## src/design/rph_pkg.sv

```systemverilog
// shared constants and types of the radio packet handler
package rph_pkg;

  localparam int unsigned FIFO_DEPTH = 64;

  localparam logic [7:0] OFF_CTRL    = 8'h00;
  localparam logic [7:0] OFF_FLEN    = 8'h04;
  localparam logic [7:0] OFF_AUX     = 8'h08;
  localparam logic [7:0] OFF_IRQ_ST  = 8'h0C;
  localparam logic [7:0] OFF_IRQ_MSK = 8'h10;
  localparam logic [7:0] OFF_FIFO    = 8'h14;
  localparam logic [7:0] OFF_LEVEL   = 8'h18;

  localparam int unsigned WHITEN_BIT     = 6;
  localparam int unsigned FMT_HI         = 5;
  localparam int unsigned FMT_LO         = 4;
  localparam int unsigned LEN_HI         = 1;
  localparam int unsigned LEN_LO         = 0;
  localparam int unsigned AUX_APPEND_BIT = 0;
  localparam int unsigned AUX_GO_BIT     = 1;

  localparam logic [1:0] FMT_NORMAL = 2'h0;
  localparam logic [1:0] LEN_FIXED  = 2'h0;
  localparam logic [1:0] LEN_VAR    = 2'h1;

  localparam logic [7:0] CTRL_RST       = 8'h01;
  localparam logic [7:0] FLEN_RST       = 8'h3E;
  localparam logic       AUX_APPEND_RST = 1'b1;

  localparam int unsigned IRQ_W    = 3;
  localparam int unsigned IRQ_SYNC = 0;
  localparam int unsigned IRQ_EOP  = 1;
  localparam int unsigned IRQ_DROP = 2;

  localparam logic [8:0]  PRE_LAST      = 9'h003;
  localparam logic [7:0]  PREAMBLE_BYTE = 8'h55;
  localparam logic [15:0] SYNC_WORD     = 16'h3C5A;
  localparam logic [8:0]  PN9_SEED      = 9'h1FF;

  typedef struct packed {
    logic [7:0] signal_strength_value;
    logic       crc_ok;
    logic [6:0] link_quality_value;
  } rph_rx_meta_t;

  typedef enum logic [4:0] {
    R_HUNT = 5'h01,
    R_LEN  = 5'h02,
    R_DATA = 5'h04,
    R_ST1  = 5'h08,
    R_ST2  = 5'h10
  } rph_rx_state_t;

  typedef enum logic [3:0] {
    T_IDLE = 4'h1,
    T_PRE  = 4'h2,
    T_SYNC = 4'h4,
    T_DATA = 4'h8
  } rph_tx_state_t;

endpackage : rph_pkg

```

## src/design/rph_whiten.sv

```systemverilog
// pn9 whitening sequence, one byte per step
`timescale 1ns/1ps
module rph_whiten
  import rph_pkg::*;
(
  input  wire logic       pclk,
  input  wire logic       presetn,
  input  wire logic       restart,
  input  wire logic       step,
  input  wire logic [7:0] data_in,
  output wire logic [7:0] data_out
);

  logic [8:0] lfsr_q;

  function automatic logic [8:0] pn9_adv8(input logic [8:0] s);
    logic [8:0] v;
    v = s;
    for (int i = 0; i < 8; i++) begin
      v = {v[5] ^ v[0], v[8:1]};
    end
    return v;
  endfunction : pn9_adv8

  assign data_out = data_in ^ lfsr_q[7:0];

  always_ff @(posedge pclk or negedge presetn) begin
    if (!presetn) begin
      lfsr_q <= PN9_SEED;
    end else if (restart) begin
      lfsr_q <= PN9_SEED;
    end else if (step) begin
      lfsr_q <= pn9_adv8(lfsr_q);
    end
  end

endmodule : rph_whiten

```

## src/design/rph_fifo.sv

```systemverilog
// byte fifo whose writes become visible only on commit
`timescale 1ns/1ps
module rph_fifo #(
  parameter int unsigned DEPTH = 64
) (
  input  wire logic                     pclk,
  input  wire logic                     presetn,
  input  wire logic                     wr_en,
  input  wire logic [7:0]               wr_data,
  input  wire logic                     commit,
  input  wire logic                     rollback,
  input  wire logic                     rd_en,
  output wire logic [7:0]               rd_data,
  output wire logic [$clog2(DEPTH):0]   level,
  output wire logic                     full,
  output wire logic                     empty
);

  localparam int unsigned AW = $clog2(DEPTH);

  if ((DEPTH & (DEPTH - 1)) != 0 || DEPTH < 4) begin : g_bad
    $error("fifo depth must be a power of two");
  end

  logic [7:0]  mem [DEPTH];
  logic [AW:0] wr_q;
  logic [AW:0] cmt_q;
  logic [AW:0] rd_q;

  // rollback returns to the last commit, so a dropped packet never shows
  wire          do_wr   = wr_en & ~full;
  wire          do_rd   = rd_en & ~empty;
  wire [AW:0]   wr_next = do_wr ? wr_q + 1'b1 : wr_q;
  wire [AW:0]   tent    = wr_q - rd_q;

  assign level   = cmt_q - rd_q;
  assign full    = tent == (AW+1)'(DEPTH);
  assign empty   = level == '0;
  assign rd_data = mem[rd_q[AW-1:0]];

  always_ff @(posedge pclk) begin
    if (do_wr) begin
      mem[wr_q[AW-1:0]] <= wr_data;
    end
  end

  always_ff @(posedge pclk or negedge presetn) begin
    if (!presetn) begin
      wr_q  <= '0;
      cmt_q <= '0;
      rd_q  <= '0;
    end else begin
      wr_q  <= rollback ? cmt_q : wr_next;
      cmt_q <= commit ? wr_next : cmt_q;
      rd_q  <= do_rd ? rd_q + 1'b1 : rd_q;
    end
  end

endmodule : rph_fifo

```

## src/design/rph_top.sv

```systemverilog
// radio packet handler: apb registers, fifos, rx and tx packet engines
//////////////////////////////////////////////////////////////////////
// Contract
// [RULE_01] packet bytes pass through 64-byte fifos
// [RULE_02] insert preamble, sync; detect sync; whiten; filter
// [RULE_03] fifo holds length byte then data
// [RULE_04] append two status bytes per good packet
// [RULE_05] first status byte is signal strength
// [RULE_06] second byte: checksum flag, link quality
// [RULE_07] firmware keeps packets within 62 or 61
// [RULE_08] sync event at start, end event after
// [RULE_09] format field 00 selects fifo operation
// [RULE_10] length mode 01 takes first byte as length
// [RULE_11] fixed mode drops packets of other length
// [RULE_12] processor reads fifo after end event
// [RULE_13] firmware reads status bytes after data
// [RULE_14] length mode 00 uses fixed length value
// [RULE_15] dropped packet raises no end event
//
// Our own choices: the register addresses and the APB slave port.
`timescale 1ns/1ps
module rph_top
  import rph_pkg::*;
#(
  parameter int unsigned DEPTH = FIFO_DEPTH
) (
  input  wire logic         pclk,
  input  wire logic         presetn,
  input  wire logic         psel,
  input  wire logic         penable,
  input  wire logic         pwrite,
  input  wire logic [7:0]   paddr,
  input  wire logic [31:0]  pwdata,
  output wire logic [31:0]  prdata,
  output wire logic         pready,
  output wire logic         pslverr,
  output wire logic         irq,
  input  wire logic         rx_valid,
  input  wire logic [7:0]   rx_byte,
  input  wire logic         rx_end,
  input  wire rph_rx_meta_t rx_meta,
  input  wire logic         tx_ready,
  output wire logic         tx_valid,
  output wire logic [7:0]   tx_byte
);

  localparam int unsigned AW = $clog2(DEPTH);

  if (DEPTH > 64 || DEPTH < 4) begin : g_bad
    $error("depth must lie between 4 and 64");
  end

  function automatic logic [31:0] ext8(input logic [7:0] v);
    return {24'h000000, v};
  endfunction : ext8

  //////////////////////////////////////////////////////////////////////
  // registers and bus answer
  logic [7:0]       ctrl_q;
  logic [7:0]       flen_q;
  logic             append_q;
  logic [IRQ_W-1:0] irq_st_q;
  logic [IRQ_W-1:0] mask_q;
  logic [31:0]      prdata_q;
  logic             pready_q;
  logic             pslverr_q;
  logic             irq_q;
  logic             pop_ok_q;

  // rx and tx engine state
  rph_rx_state_t    rs_q;
  rph_rx_state_t    rs_d;
  rph_tx_state_t    ts_q;
  rph_tx_state_t    ts_d;
  logic [8:0]       rcnt_q;
  logic [8:0]       rcnt_d;
  logic [7:0]       rlen_q;
  logic [7:0]       rlen_d;
  logic [7:0]       sr_q;
  rph_rx_meta_t     meta_q;
  logic [8:0]       tcnt_q;
  logic [8:0]       tcnt_d;
  logic [7:0]       tlen_q;
  logic [7:0]       tlen_d;
  logic             tx_valid_q;
  logic             tv_d;
  logic [7:0]       tx_byte_q;
  logic [7:0]       tb_d;

  logic             rx_push;
  logic [7:0]       rx_wd;
  logic             rx_commit;
  logic             rx_drop;
  logic             rx_sync;
  logic             rx_eop;
  logic             tx_pop;
  logic             tx_sync;
  logic             tx_eop;

  wire [7:0]  rx_head;
  wire [AW:0] rx_lvl;
  wire        rx_full;
  wire        rx_empty;
  wire [7:0]  tx_head;
  wire [AW:0] tx_lvl;
  wire        tx_empty;
  wire [7:0]  rxw_out;
  wire [7:0]  txw_out;

  //////////////////////////////////////////////////////////////////////
  // apb decode
  wire setup    = psel & ~penable;
  wire access   = psel & penable & pready_q;
  wire wr_acc   = access & pwrite;
  wire hit_ctrl = paddr == OFF_CTRL;
  wire hit_flen = paddr == OFF_FLEN;
  wire hit_aux  = paddr == OFF_AUX;
  wire hit_ist  = paddr == OFF_IRQ_ST;
  wire hit_msk  = paddr == OFF_IRQ_MSK;
  wire hit_fifo = paddr == OFF_FIFO;
  wire hit_lvl  = paddr == OFF_LEVEL;
  wire addr_ok  = hit_ctrl | hit_flen | hit_aux | hit_ist | hit_msk
                | hit_fifo | hit_lvl;
  // pop only what the setup cycle returned; a commit between setup and
  // access would otherwise pop a byte that was read back as zero
  wire rx_pop   = access & ~pwrite & hit_fifo & pop_ok_q;
  wire tx_wr    = wr_acc & hit_fifo;

  wire [7:0] lvl_rx = {{(7 - AW){1'b0}}, rx_lvl};
  wire [7:0] lvl_tx = {{(7 - AW){1'b0}}, tx_lvl};
  wire [31:0] lvl_word = {8'h00, lvl_rx, lvl_tx, 6'h00,
                          ts_q != T_IDLE, rs_q != R_HUNT};
  wire [31:0] rd_mux =
      hit_ctrl ? ext8(ctrl_q)
    : hit_flen ? ext8(flen_q)
    : hit_aux  ? ext8({7'h00, append_q})
    : hit_ist  ? {{(32 - IRQ_W){1'b0}}, irq_st_q}
    : hit_msk  ? {{(32 - IRQ_W){1'b0}}, mask_q}
    : hit_fifo ? (rx_empty ? 32'h00000000 : ext8(rx_head))
    : hit_lvl  ? lvl_word
    : 32'h00000000;

  // mode fields
  wire fmt_normal = ctrl_q[FMT_HI:FMT_LO] == FMT_NORMAL; // [RULE_09]
  wire var_mode   = ctrl_q[LEN_HI:LEN_LO] == LEN_VAR;    // [RULE_10]
  wire whiten_en  = ctrl_q[WHITEN_BIT];                   // [RULE_02]
  wire [8:0] flen9 = {1'b0, flen_q};                      // [RULE_14]
  wire tx_go = wr_acc & hit_aux & pwdata[AUX_GO_BIT]
             & (ts_q == T_IDLE) & fmt_normal;

  // events: set wins over a write-one clear in the same cycle
  wire [IRQ_W-1:0] ev     = {rx_drop, rx_eop | tx_eop, rx_sync | tx_sync};
  wire [IRQ_W-1:0] clr    = (wr_acc & hit_ist) ? pwdata[IRQ_W-1:0] : '0;
  wire [IRQ_W-1:0] irq_st_d = (irq_st_q & ~clr) | ev; // [RULE_08]

  always_ff @(posedge pclk or negedge presetn) begin
    if (!presetn) begin
      ctrl_q    <= CTRL_RST;
      flen_q    <= FLEN_RST;
      append_q  <= AUX_APPEND_RST;
      mask_q    <= '0;
      irq_st_q  <= '0;
      irq_q     <= 1'b0;
      pready_q  <= 1'b0;
      pslverr_q <= 1'b0;
      prdata_q  <= 32'h00000000;
      pop_ok_q  <= 1'b0;
    end else begin
      pop_ok_q  <= setup & ~pwrite & hit_fifo & ~rx_empty;
      if (wr_acc & hit_ctrl) ctrl_q <= pwdata[7:0];
      if (wr_acc & hit_flen) flen_q <= pwdata[7:0];
      if (wr_acc & hit_aux) append_q <= pwdata[AUX_APPEND_BIT];
      if (wr_acc & hit_msk) mask_q <= pwdata[IRQ_W-1:0];
      irq_st_q  <= irq_st_d;
      irq_q     <= |(irq_st_q & mask_q);
      pready_q  <= setup;
      pslverr_q <= setup & ~addr_ok;
      prdata_q  <= (setup & ~pwrite) ? rd_mux : 32'h00000000;
    end
  end

  //////////////////////////////////////////////////////////////////////
  // receive engine
  wire [7:0] rx_d     = whiten_en ? rxw_out : rx_byte;
  wire       sync_hit = {sr_q, rx_byte} == SYNC_WORD; // [RULE_02]
  wire       in_body  = (rs_q == R_LEN) | (rs_q == R_DATA);

  always_comb begin
    rs_d      = rs_q;
    rcnt_d    = rcnt_q;
    rlen_d    = rlen_q;
    rx_push   = 1'b0;
    rx_wd     = rx_d;
    rx_commit = 1'b0;
    rx_drop   = 1'b0;
    rx_sync   = 1'b0;
    rx_eop    = 1'b0;
    case (rs_q)
      R_HUNT: begin
        if (fmt_normal && rx_valid && sync_hit) begin
          rx_sync = 1'b1; // [RULE_08]
          rcnt_d  = 9'h000;
          rs_d    = var_mode ? R_LEN : R_DATA;
        end
      end
      R_LEN: begin
        if (rx_end) begin
          rx_drop = 1'b1;
        end else if (rx_valid) begin
          rx_push = 1'b1; // [RULE_03]
          rlen_d  = rx_d; // [RULE_10]
          rs_d    = (rx_d == 8'h00) ? R_ST1 : R_DATA;
        end
      end
      R_DATA: begin
        if (rx_valid) begin
          rx_push = 1'b1;
          rcnt_d  = rcnt_q + 9'h001;
        end
        if (var_mode && rx_valid && rcnt_d == {1'b0, rlen_q}) begin
          rs_d = R_ST1;
        end else if (rx_end) begin
          if (var_mode || rcnt_d != flen9) rx_drop = 1'b1; // [RULE_11]
          else rs_d = R_ST1; // [RULE_14]
        end else if (!var_mode && rcnt_d > flen9) begin
          rx_drop = 1'b1; // [RULE_11]
        end
      end
      R_ST1: begin
        if (append_q) begin
          rx_push = 1'b1; // [RULE_04]
          rx_wd   = meta_q.signal_strength_value; // [RULE_05]
          rs_d    = R_ST2;
        end else begin
          rx_commit = 1'b1;
          rx_eop    = 1'b1;
          rs_d      = R_HUNT;
        end
      end
      R_ST2: begin
        rx_push   = 1'b1;
        rx_wd     = {meta_q.crc_ok, meta_q.link_quality_value}; // [RULE_06]
        rx_commit = 1'b1;
        rx_eop    = 1'b1; // [RULE_08]
        rs_d      = R_HUNT;
      end
      default: begin
        rs_d = R_HUNT;
      end
    endcase
    // overflow or a format change mid-packet also discards it
    if ((rx_push && rx_full) || (!fmt_normal && rs_q != R_HUNT)) begin
      rx_drop = 1'b1;
    end
    if (rx_drop) begin
      rs_d      = R_HUNT;
      rx_push   = 1'b0;
      rx_commit = 1'b0;
      rx_eop    = 1'b0; // [RULE_15]
    end
  end

  always_ff @(posedge pclk or negedge presetn) begin
    if (!presetn) begin
      rs_q   <= R_HUNT;
      rcnt_q <= 9'h000;
      rlen_q <= 8'h00;
      sr_q   <= 8'h00;
      meta_q <= '0;
    end else begin
      rs_q   <= rs_d;
      rcnt_q <= rcnt_d;
      rlen_q <= rlen_d;
      if (rx_valid) sr_q <= rx_byte;
      if (in_body && (rx_valid || rx_end)) meta_q <= rx_meta;
    end
  end

  //////////////////////////////////////////////////////////////////////
  // transmit engine
  wire       ld       = ~tx_valid_q | tx_ready;
  wire [8:0] tx_total = var_mode ? {1'b0, tlen_q} + 9'h001 : flen9;

  always_comb begin
    ts_d    = ts_q;
    tcnt_d  = tcnt_q;
    tlen_d  = tlen_q;
    tv_d    = tx_valid_q & ~tx_ready;
    tb_d    = tx_byte_q;
    tx_pop  = 1'b0;
    tx_sync = 1'b0;
    tx_eop  = 1'b0;
    case (ts_q)
      T_IDLE: begin
        if (tx_go) begin
          ts_d   = T_PRE;
          tcnt_d = 9'h000;
        end
      end
      T_PRE: begin
        if (ld) begin
          tv_d   = 1'b1;
          tb_d   = PREAMBLE_BYTE; // [RULE_02]
          tcnt_d = tcnt_q + 9'h001;
          if (tcnt_q == PRE_LAST) begin
            ts_d   = T_SYNC;
            tcnt_d = 9'h000;
          end
        end
      end
      T_SYNC: begin
        if (ld) begin
          tv_d    = 1'b1;
          tb_d    = tcnt_q[0] ? SYNC_WORD[7:0] : SYNC_WORD[15:8];
          tx_sync = tcnt_q == 9'h000; // [RULE_08]
          tcnt_d  = tcnt_q + 9'h001;
          if (tcnt_q[0]) begin
            ts_d   = T_DATA;
            tcnt_d = 9'h000;
          end
        end
      end
      T_DATA: begin
        if (ld) begin
          if (tcnt_q == tx_total) begin
            ts_d   = T_IDLE;
            tx_eop = 1'b1; // [RULE_08]
          end else if (!tx_empty) begin
            tx_pop = 1'b1; // [RULE_01]
            tv_d   = 1'b1;
            tb_d   = whiten_en ? txw_out : tx_head;
            tcnt_d = tcnt_q + 9'h001;
            if (tcnt_q == 9'h000) tlen_d = tx_head; // [RULE_10]
          end
        end
      end
      default: begin
        ts_d = T_IDLE;
      end
    endcase
  end

  always_ff @(posedge pclk or negedge presetn) begin
    if (!presetn) begin
      ts_q       <= T_IDLE;
      tcnt_q     <= 9'h000;
      tlen_q     <= 8'h00;
      tx_valid_q <= 1'b0;
      tx_byte_q  <= 8'h00;
    end else begin
      ts_q       <= ts_d;
      tcnt_q     <= tcnt_d;
      tlen_q     <= tlen_d;
      tx_valid_q <= tv_d;
      tx_byte_q  <= tb_d;
    end
  end

  //////////////////////////////////////////////////////////////////////
  // fifos and whiteners
  rph_fifo #(.DEPTH(DEPTH)) u_rx_fifo (
    .pclk(pclk), .presetn(presetn), .wr_en(rx_push), .wr_data(rx_wd),
    .commit(rx_commit), .rollback(rx_drop), .rd_en(rx_pop),
    .rd_data(rx_head), .level(rx_lvl), .full(rx_full), .empty(rx_empty)
  );

  // tx writes commit at once; an overfull write is dropped silently
  rph_fifo #(.DEPTH(DEPTH)) u_tx_fifo (
    .pclk(pclk), .presetn(presetn), .wr_en(tx_wr), .wr_data(pwdata[7:0]),
    .commit(1'b1), .rollback(1'b0), .rd_en(tx_pop),
    .rd_data(tx_head), .level(tx_lvl), .full(), .empty(tx_empty)
  );

  rph_whiten u_rx_wh (
    .pclk(pclk), .presetn(presetn), .restart(rx_sync),
    .step(rx_push & in_body), .data_in(rx_byte), .data_out(rxw_out)
  );

  rph_whiten u_tx_wh (
    .pclk(pclk), .presetn(presetn), .restart(tx_sync),
    .step(tx_pop), .data_in(tx_head), .data_out(txw_out)
  );

  assign prdata   = prdata_q;
  assign pready   = pready_q;
  assign pslverr  = pslverr_q;
  assign irq      = irq_q;
  assign tx_valid = tx_valid_q;
  assign tx_byte  = tx_byte_q;
endmodule : rph_top

```

## config.mk

```make
export PLATFORM = sky130hd
export DESIGN_NAME = rph_top
export DESIGN_NICKNAME = d
export VERILOG_FILES = /design/src/design/rph_pkg.sv /design/src/design/rph_whiten.sv /design/src/design/rph_fifo.sv /design/src/design/rph_top.sv
export SDC_FILE = /design/constraint.sdc
export NUM_CORES = 2
export LEC_CHECK = 0
export BUFFER_PORTS_ARGS = -buffer_cell sky130_fd_sc_hd__buf_2
export CELL_PAD_IN_SITES_DETAIL_PLACEMENT = 1
export CELL_PAD_IN_SITES_GLOBAL_PLACEMENT = 1
export CORE_AREA = 10 10 389 391
export DETAILED_ROUTE_END_ITERATION = 8
export DIE_AREA = 0 0 399 401
export PLACE_DENSITY_LB_ADDON = 0.1
export SETUP_SLACK_MARGIN = 0.1
export SYNTH_ARGS = -nofsm -noshare
export SYNTH_HDL_FRONTEND = slang
export SYNTH_SLANG_ARGS = --single-unit
export TNS_END_PERCENT = 30
```

## constraint.sdc

```tcl
create_clock -name pclk -period 4.61 [get_ports pclk]
set_input_delay 0.461 -clock pclk [delete_from_list [all_inputs] [get_ports pclk]]
set_output_delay 0.461 -clock pclk [all_outputs]
set_load 0.05 [all_outputs]
```

Word level (Yosys, flattened, before mapping) --
Memories as Yosys holds them, arrays and structs flattened. Index checks and enable logic that the tools add are counted. W data, S select, Z words.
Operators by class: add/sub/neg operators 10, multipliers 0, divide/modulo/power cells 0, order comparisons 1, eq/ne operators 40, shift-type cells 0, muxes and demuxes 95, bitwise logic cells 69, reduce and logical (&&, ||, !) cells 33
Operators by type and width (count):
- $mux W23 | 8
- $mux W9 | 16
- $mux W8 | 9
- $mux W5 | 8
- $pmux W9 S4 | 1
- $mux W4 | 8
- $mux W1 | 31
- $add A7 B1 Y7 const B | 4
- $and A1 B1 Y1 | 26
- $eq A8 B5 Y1 const B | 3
- $pmux W8 S3 | 1
- $mux W7 | 3
- $sub A7 B7 Y7 | 3
- $ne A2 B2 Y1 const B | 10
- $pmux W5 S4 | 1
- $add A9 B1 Y9 const B | 2
- $pmux W9 S2 | 1
- $eq A16 B14 Y1 const B | 1
- $eq A8 B4 Y1 const B | 2
- $logic_not A8 Y1 | 2
- $pmux W4 S4 | 1
- $pmux W8 S2 | 1
- $xor A1 B1 Y1 | 16
- $xor A8 B8 Y8 | 2
- 47 further kinds | 88
Storage, ports and cells: flip-flop bits (word level) 179, latch bits 0, bits in writable memories 1024, memory bits (read-only) 0, input bits 72, output and inout port bits 44, word-level logic and storage cells 279, memories 2
Memory list:
- u_rx_fifo.mem | depth 64, bits a word 8, rd ports 1, clocked after Yosys merged registers in 0, wr ports 1, line rph_fifo.sv:25 | logic [7:0] mem [DEPTH];
- u_tx_fifo.mem | depth 64, bits a word 8, rd ports 1, clocked after Yosys merged registers in 0, wr ports 1, line rph_fifo.sv:25

Logic depth before layout (Yosys ltp) --
word-level depth 14, gate-level depth with buffers 15, gate-level depth less buffers 13

Hierarchy --
From an unflattened synthesis, not the netlist that was laid out.
Second synthesis, totals: cell total of the unflattened synthesis 2905, area total of the unflattened synthesis 50908.8 sq um
By module, submodules not included:
- rph_fifo (u_tx_fifo) | times used 1, cells an instance 1031, area an instance 21291.7 sq um, seq. area each 15900.2 sq um
- rph_fifo (u_rx_fifo) | times used 1, cells an instance 1080, area an instance 21285.4 sq um, seq. area each 15900.2 sq um
- rph_top | times used 1, cells an instance 694, area an instance 7273.2 sq um, seq. area each 3139.3 sq um
- rph_whiten | times used 2, cells an instance 50, area an instance 529.3 sq um, seq. area each 236.5 sq um

Worst setup path after synthesis --
Ideal clock, no wire load.
path kind register to register, start reg append_q, end mem u_rx_fifo.mem[0][0] (data pin), setup time 0.702 ns, arrival 3.686 ns, required time 3.908 ns, path slack 0.223 ns, cell stages (with the launch flop) 5, buffers on the path 2, period minus slack after synthesis 4.387 ns, path through dfstp_2 clkbuf_1 clkbuf_1 a21oi_1 o21ai_0
Between the ends: longest elaborated chain between the ends 2
Ends and longest elaborated chain:
- start: declaration | line rph_top.sv:61 | logic append_q;
- start signal: assignment | line rph_top.sv:172 | if (wr_acc & hit_aux) append_q <= pwdata[AUX_APPEND_BIT];
- $mux W8 | line rph_top.sv:230 | if (append_q) begin
- $pmux W8 S2 | line rph_top.sv:198 | case (rs_q)
- named net rx_wd[0] | line rph_top.sv:91 | logic [7:0] rx_wd;
- end: declaration | line rph_fifo.sv:25
The timed path passes the listed nets, and every way through them passes these cells.

Worst setup path after layout --
start reg u_tx_fifo.wr_q[0], end mem u_tx_fifo.mem[63][3] (enable)
Between the ends: longest elaborated chain between the ends 6
Ends and longest elaborated chain:
- start: declaration | line rph_fifo.sv:26 | logic [AW:0] wr_q;
- start signal: assignment | line rph_fifo.sv:53 | wr_q <= rollback ? cmt_q : wr_next;
- $sub A7 B7 Y7 | line rph_fifo.sv:34 | wire [AW:0] tent = wr_q - rd_q;
- $eq A7 B7 Y1 | line rph_fifo.sv:37 | assign full = tent == (AW+1)'(DEPTH);
- $not A1 Y1 | line rph_fifo.sv:31 | wire do_wr = wr_en & ~full;
- $and A1 B1 Y1 | line rph_fifo.sv:31
- $mux W1 | line rph_fifo.sv:42 | if (do_wr) begin
- $mux W1 (not written as such) | line rph_fifo.sv:43 | mem[wr_q[AW-1:0]] <= wr_data;
- end: declaration | line rph_fifo.sv:25
Parallel ways exist; a longest one is shown, timed or not.

==> flow_summary.yaml <==
final_layout:
  seq_area_mm2: 0.0353
  nets: 3136
  area_delta_synth_final_pct: 16.9
  layout-drive-gt1-share: 0.287
  filler_cell_count: 13800
  multiInputGateArea_mm2: 0.0140
global_routing:
  grt_pass1_wl_um: 201000
  grt_max_degree: 119
  grt_use_total: 0.169
  grt_pass1_vias: 28900
  gr-total-overflow: 0
  antenna_found_initial: 7
die:
  die_area_mm2: 0.160
  start_util: 0.349
  row_count: 139
  die_h_um: 401
  die_w_um: 399
  io_pins: 116
  core_area_mm2: 0.143
synthesis:
  ys.flop_type: "edfxtp_1"
  synth.cell_area_mm2: 0.0500
  async_flop_share: 0.148
  yosysSeqAreaShare: 0.705
  avgSynthCellArea_um2: 18.2
  synth_edf_count: 1024
  synthCells: 2750
  ys_types: 85
  ys_warn_count: 0
  ys_ff_latch: 1202
detailed_routing:
  vias: 26400
  drc: 0
  wl_um: 136000
  routedWlPerCell_um: 27.0
  via_per_inst: 5.24
  dr.pass1.iters: 7
  antenna_left: 0
  drt_iter0_drc: 1553
worst_hold_path:
  hold_path_depth: 3
  hold_path.startpoint: "pwrite"
  hold_path.class: "input port to flop"
  whs_endpoint: "prdata[1]$_DFF_PN0_"
sta:
  fin_crit_sh: 0.943
  tightest_slew_ps: 1050
  final.setup_skew_ps: 35.3
  period_needed_ps: 4350
  tns_ps: 0
  fmax_mhz: 230
  slew_viol_final: 0
  final-setup-viol-count: 0
  rsz0062_at_grt: "true"
  hold_violations: 0
  maxSlewHeadroom: 0.297
pwr:
  pwr_density_cell_mw_per_mm2: 500
  total_power_mw: 29.2
  net-switching-power_mw: 8.15
  p_leak_nw: 19.8
  switching_share: 0.279
  p_clk_frac: 0.376
  combPwrFrac: 0.198
  p_int_mw: 21.1
  ir_drop_uv: 366
  power_frac_seq: 0.426
clock_tree:
  clock_sinks: 1202
  cts_root_buf: "clkbuf_16"
  cts_tree: "yes"
  cts_made_buffers: 138
  htreeDepth: 4
  clkTransAtPathRegs_ps: 60
  clk_latency_ps: 770
  clockBufferDepth: 3
placed_design:
  gp_congestion: 0.809
  numPortBuffers: 81
  dpl.hpwl_um: 88900
worst_setup_path:
  crit_arrival_ps: 4710
  crit-reg2reg-launch: "u_tx_fifo.wr_q[0]$_DFFE_PN0P_"
  start_kind: "flop"
  rrSetupSlack_ps: 260
  worst-r2r-cell-count: 13
  cp-end-kind: "flop"
  r2r_end: "u_tx_fifo.mem[63][3]$_DFFE_PP_"
  cp.required_ps: 4970
  critPathMaxFanout: 9
  crit_type: "flop to flop"
status:
  status: "complete, no violations"
flow_run:
  drv_cap: 0
## cell families after synthesis
family / Yosys count / share of synthesized area
AOI/OAI and AO/OA: 223 / 0.0292
xor gates and xnor gates: 98 / 0.0176
adders and majority gates: 37 / 0.00956
buffers and inverters: 198 / 0.0176
DFF: 1202 / 0.705
muxes: 423 / 0.166
other: 1 / 0.0000750
and+or+nand+nor: 568 / 0.0550
## area by class of cell
cell class / count / area share
Clock buffer: 174 / 0.0632
Clock inverter: 74 / 0.0144
Sequential cell: 1202 / 0.603
Timing Repair Buffer: 275 / 0.0352
Tap cell: 1903 / 0.0407
Antenna cell: 3 / 0.000128
Multi-Input combinational cell: 1359 / 0.240
Inverter: 51 / 0.00328
## flip-flops by register name, indices dropped and copies added (netlist names), 3 cells and up
| register | flops |
|---|---|
| u_rx_fifo.mem | 512 |
| u_tx_fifo.mem | 512 |
| prdata | 22 |
| meta_q | 16 |
| rcnt_q | 9 |
| tcnt_q | 9 |
| u_rx_wh.lfsr_q | 9 |
| u_tx_wh.lfsr_q | 9 |
| ctrl_q | 8 |
| flen_q | 8 |
| rlen_q | 8 |
| sr_q | 8 |
| tlen_q | 8 |
| tx_byte | 8 |
| u_rx_fifo.cmt_q | 7 |
| u_rx_fifo.rd_q | 7 |
| u_rx_fifo.wr_q | 7 |
| u_tx_fifo.rd_q | 7 |
| u_tx_fifo.wr_q | 7 |
| rs_q | 5 |
| ts_q | 4 |
| irq_st_q | 3 |
| mask_q | 3 |
## synth_stat cells (7+ instances only)
cell	n	share of area
nor3_1	85	0.0085
nand4_1	15	0.0019
nand3_1	53	0.0053
and2_1	10	0.0013
edfxtp_1	1024	0.62
a211oi_1	8	0.0012
o31ai_1	8	0.0012
o21ai_0	76	0.0076
nor4_1	10	0.0013
or3_1	9	0.0011
dfstp_2	27	0.014
a22oi_1	21	0.0032
xnor2_1	52	0.0091
buf_1	20	0.0015
clkbuf_1	59	0.0044
and3_1	14	0.0018
o21a_1	7	0.0011
nand2b_1	15	0.0019
xor2_1	44	0.0077
buf_4	13	0.0020
ha_1	35	0.0088
dfrtp_1	151	0.076
o211ai_1	9	0.0014
or4_1	8	0.0012
inv_1	48	0.0036
mux4_2	316	0.14
nor2_1	175	0.013
mux2i_1	32	0.0064
nor2b_1	14	0.0018
a21oi_1	37	0.0037
mux2_4	7	0.0021
a31oi_1	8	0.0010
mux2_2	68	0.015
buf_2	52	0.0052
nand3b_1	9	0.0014
nand2_1	120	0.0090
## per-stage QoR
step                worst slack, ps  cell area (µm²)  hold WS, ps  cells  utilization
global route                 0.0795            58400         65.0   5040        0.408
finish                          261            58400         85.8   5041        0.408
floorplan                       223            50000          165   2759            -
global placement                112            53600          458   4763        0.375
detailed placement             96.2            53600          480   4763        0.375
CTS                             155            58400         30.6   5036        0.408
## timing repair
action,in CTS,in global routing
endpoints found under the hold margin,110,0
hold buffers,25,0
buffers inserted,0,2
setup endpoints to repair,18,595
pin swaps,1,2
resized for setup,0,2
## metal layers
metal	vias up	wire length (µm)	track usage
met5	-	0	0
met4	0	2740	0.0440
met1	14200	59600	0.223
met3	166	4710	0.0279
li1	11600	-	-
met2	459	69100	0.287
## layout by cell type, fill, tap and decap left out, types with 53 or more instances in the layout
cell type / netlist / final
clkbuf_16: 0 / 141
nand3_1: 53 / 53
mux2_2: 68 / 68
nor3_1: 85 / 84
buf_4: 13 / 159
nor2_1: 175 / 174
edfxtp_1: 1024 / 1024
buf_2: 52 / 80
nand2_1: 120 / 120
dfrtp_1: 151 / 147
o21ai_0: 76 / 68
mux4_2: 316 / 316
## how the worst max path moves through the flow
stage	slack [ps]	end	depth (start not counted)	startpoint
global route	0.08	u_tx_fifo.mem[62][3]$_DFFE_PP_	13	u_tx_fifo.wr_q[0]$_DFFE_PN0P_
detailed placement	100	u_rx_fifo.mem[56][4]$_DFFE_PP_	14	rcnt_q[0]$_DFFE_PN0P_
finish	260	u_tx_fifo.mem[63][3]$_DFFE_PP_	13	u_tx_fifo.wr_q[0]$_DFFE_PN0P_
global placement	110	u_rx_fifo.mem[61][4]$_DFFE_PP_	14	rcnt_q[0]$_DFFE_PN0P_
CTS	160	u_rx_fifo.mem[56][1]$_DFFE_PP_	14	rcnt_q[0]$_DFFE_PN0P_
floorplan	220	u_rx_fifo.mem[0][0]$_DFFE_PP_	4	append_q$_DFFE_PN1P_
## critical path: stages (launching register included)
cell and delay (ps):
dfrtp_1 450, inv_1 180, ha_1 210, inv_1 60
fa_1 410, a21o_1 180, a21oi_1 300, nor3_1 120
or3_1 390, a31o_2 270, nor2_1 360, nand3_1 130
buf_4 240, nor2_1 660
## power by group through the flow
| stage | combinational [mW] | sequential [mW] | clock [mW] |
|---|---|---|---|
| after floorplan | 3.70 | 12.7 | 0 |
| after global placement | 5.83 | 12.7 | 0 |
| after detailed placement | 5.90 | 12.7 | 0 |
| after CTS | 5.93 | 12.5 | 11.3 |
| after global routing | 6.25 | 12.5 | 11.7 |
| final | 5.79 | 12.5 | 11.0 |
Note: power is estimated with default switching activity, not from simulation.
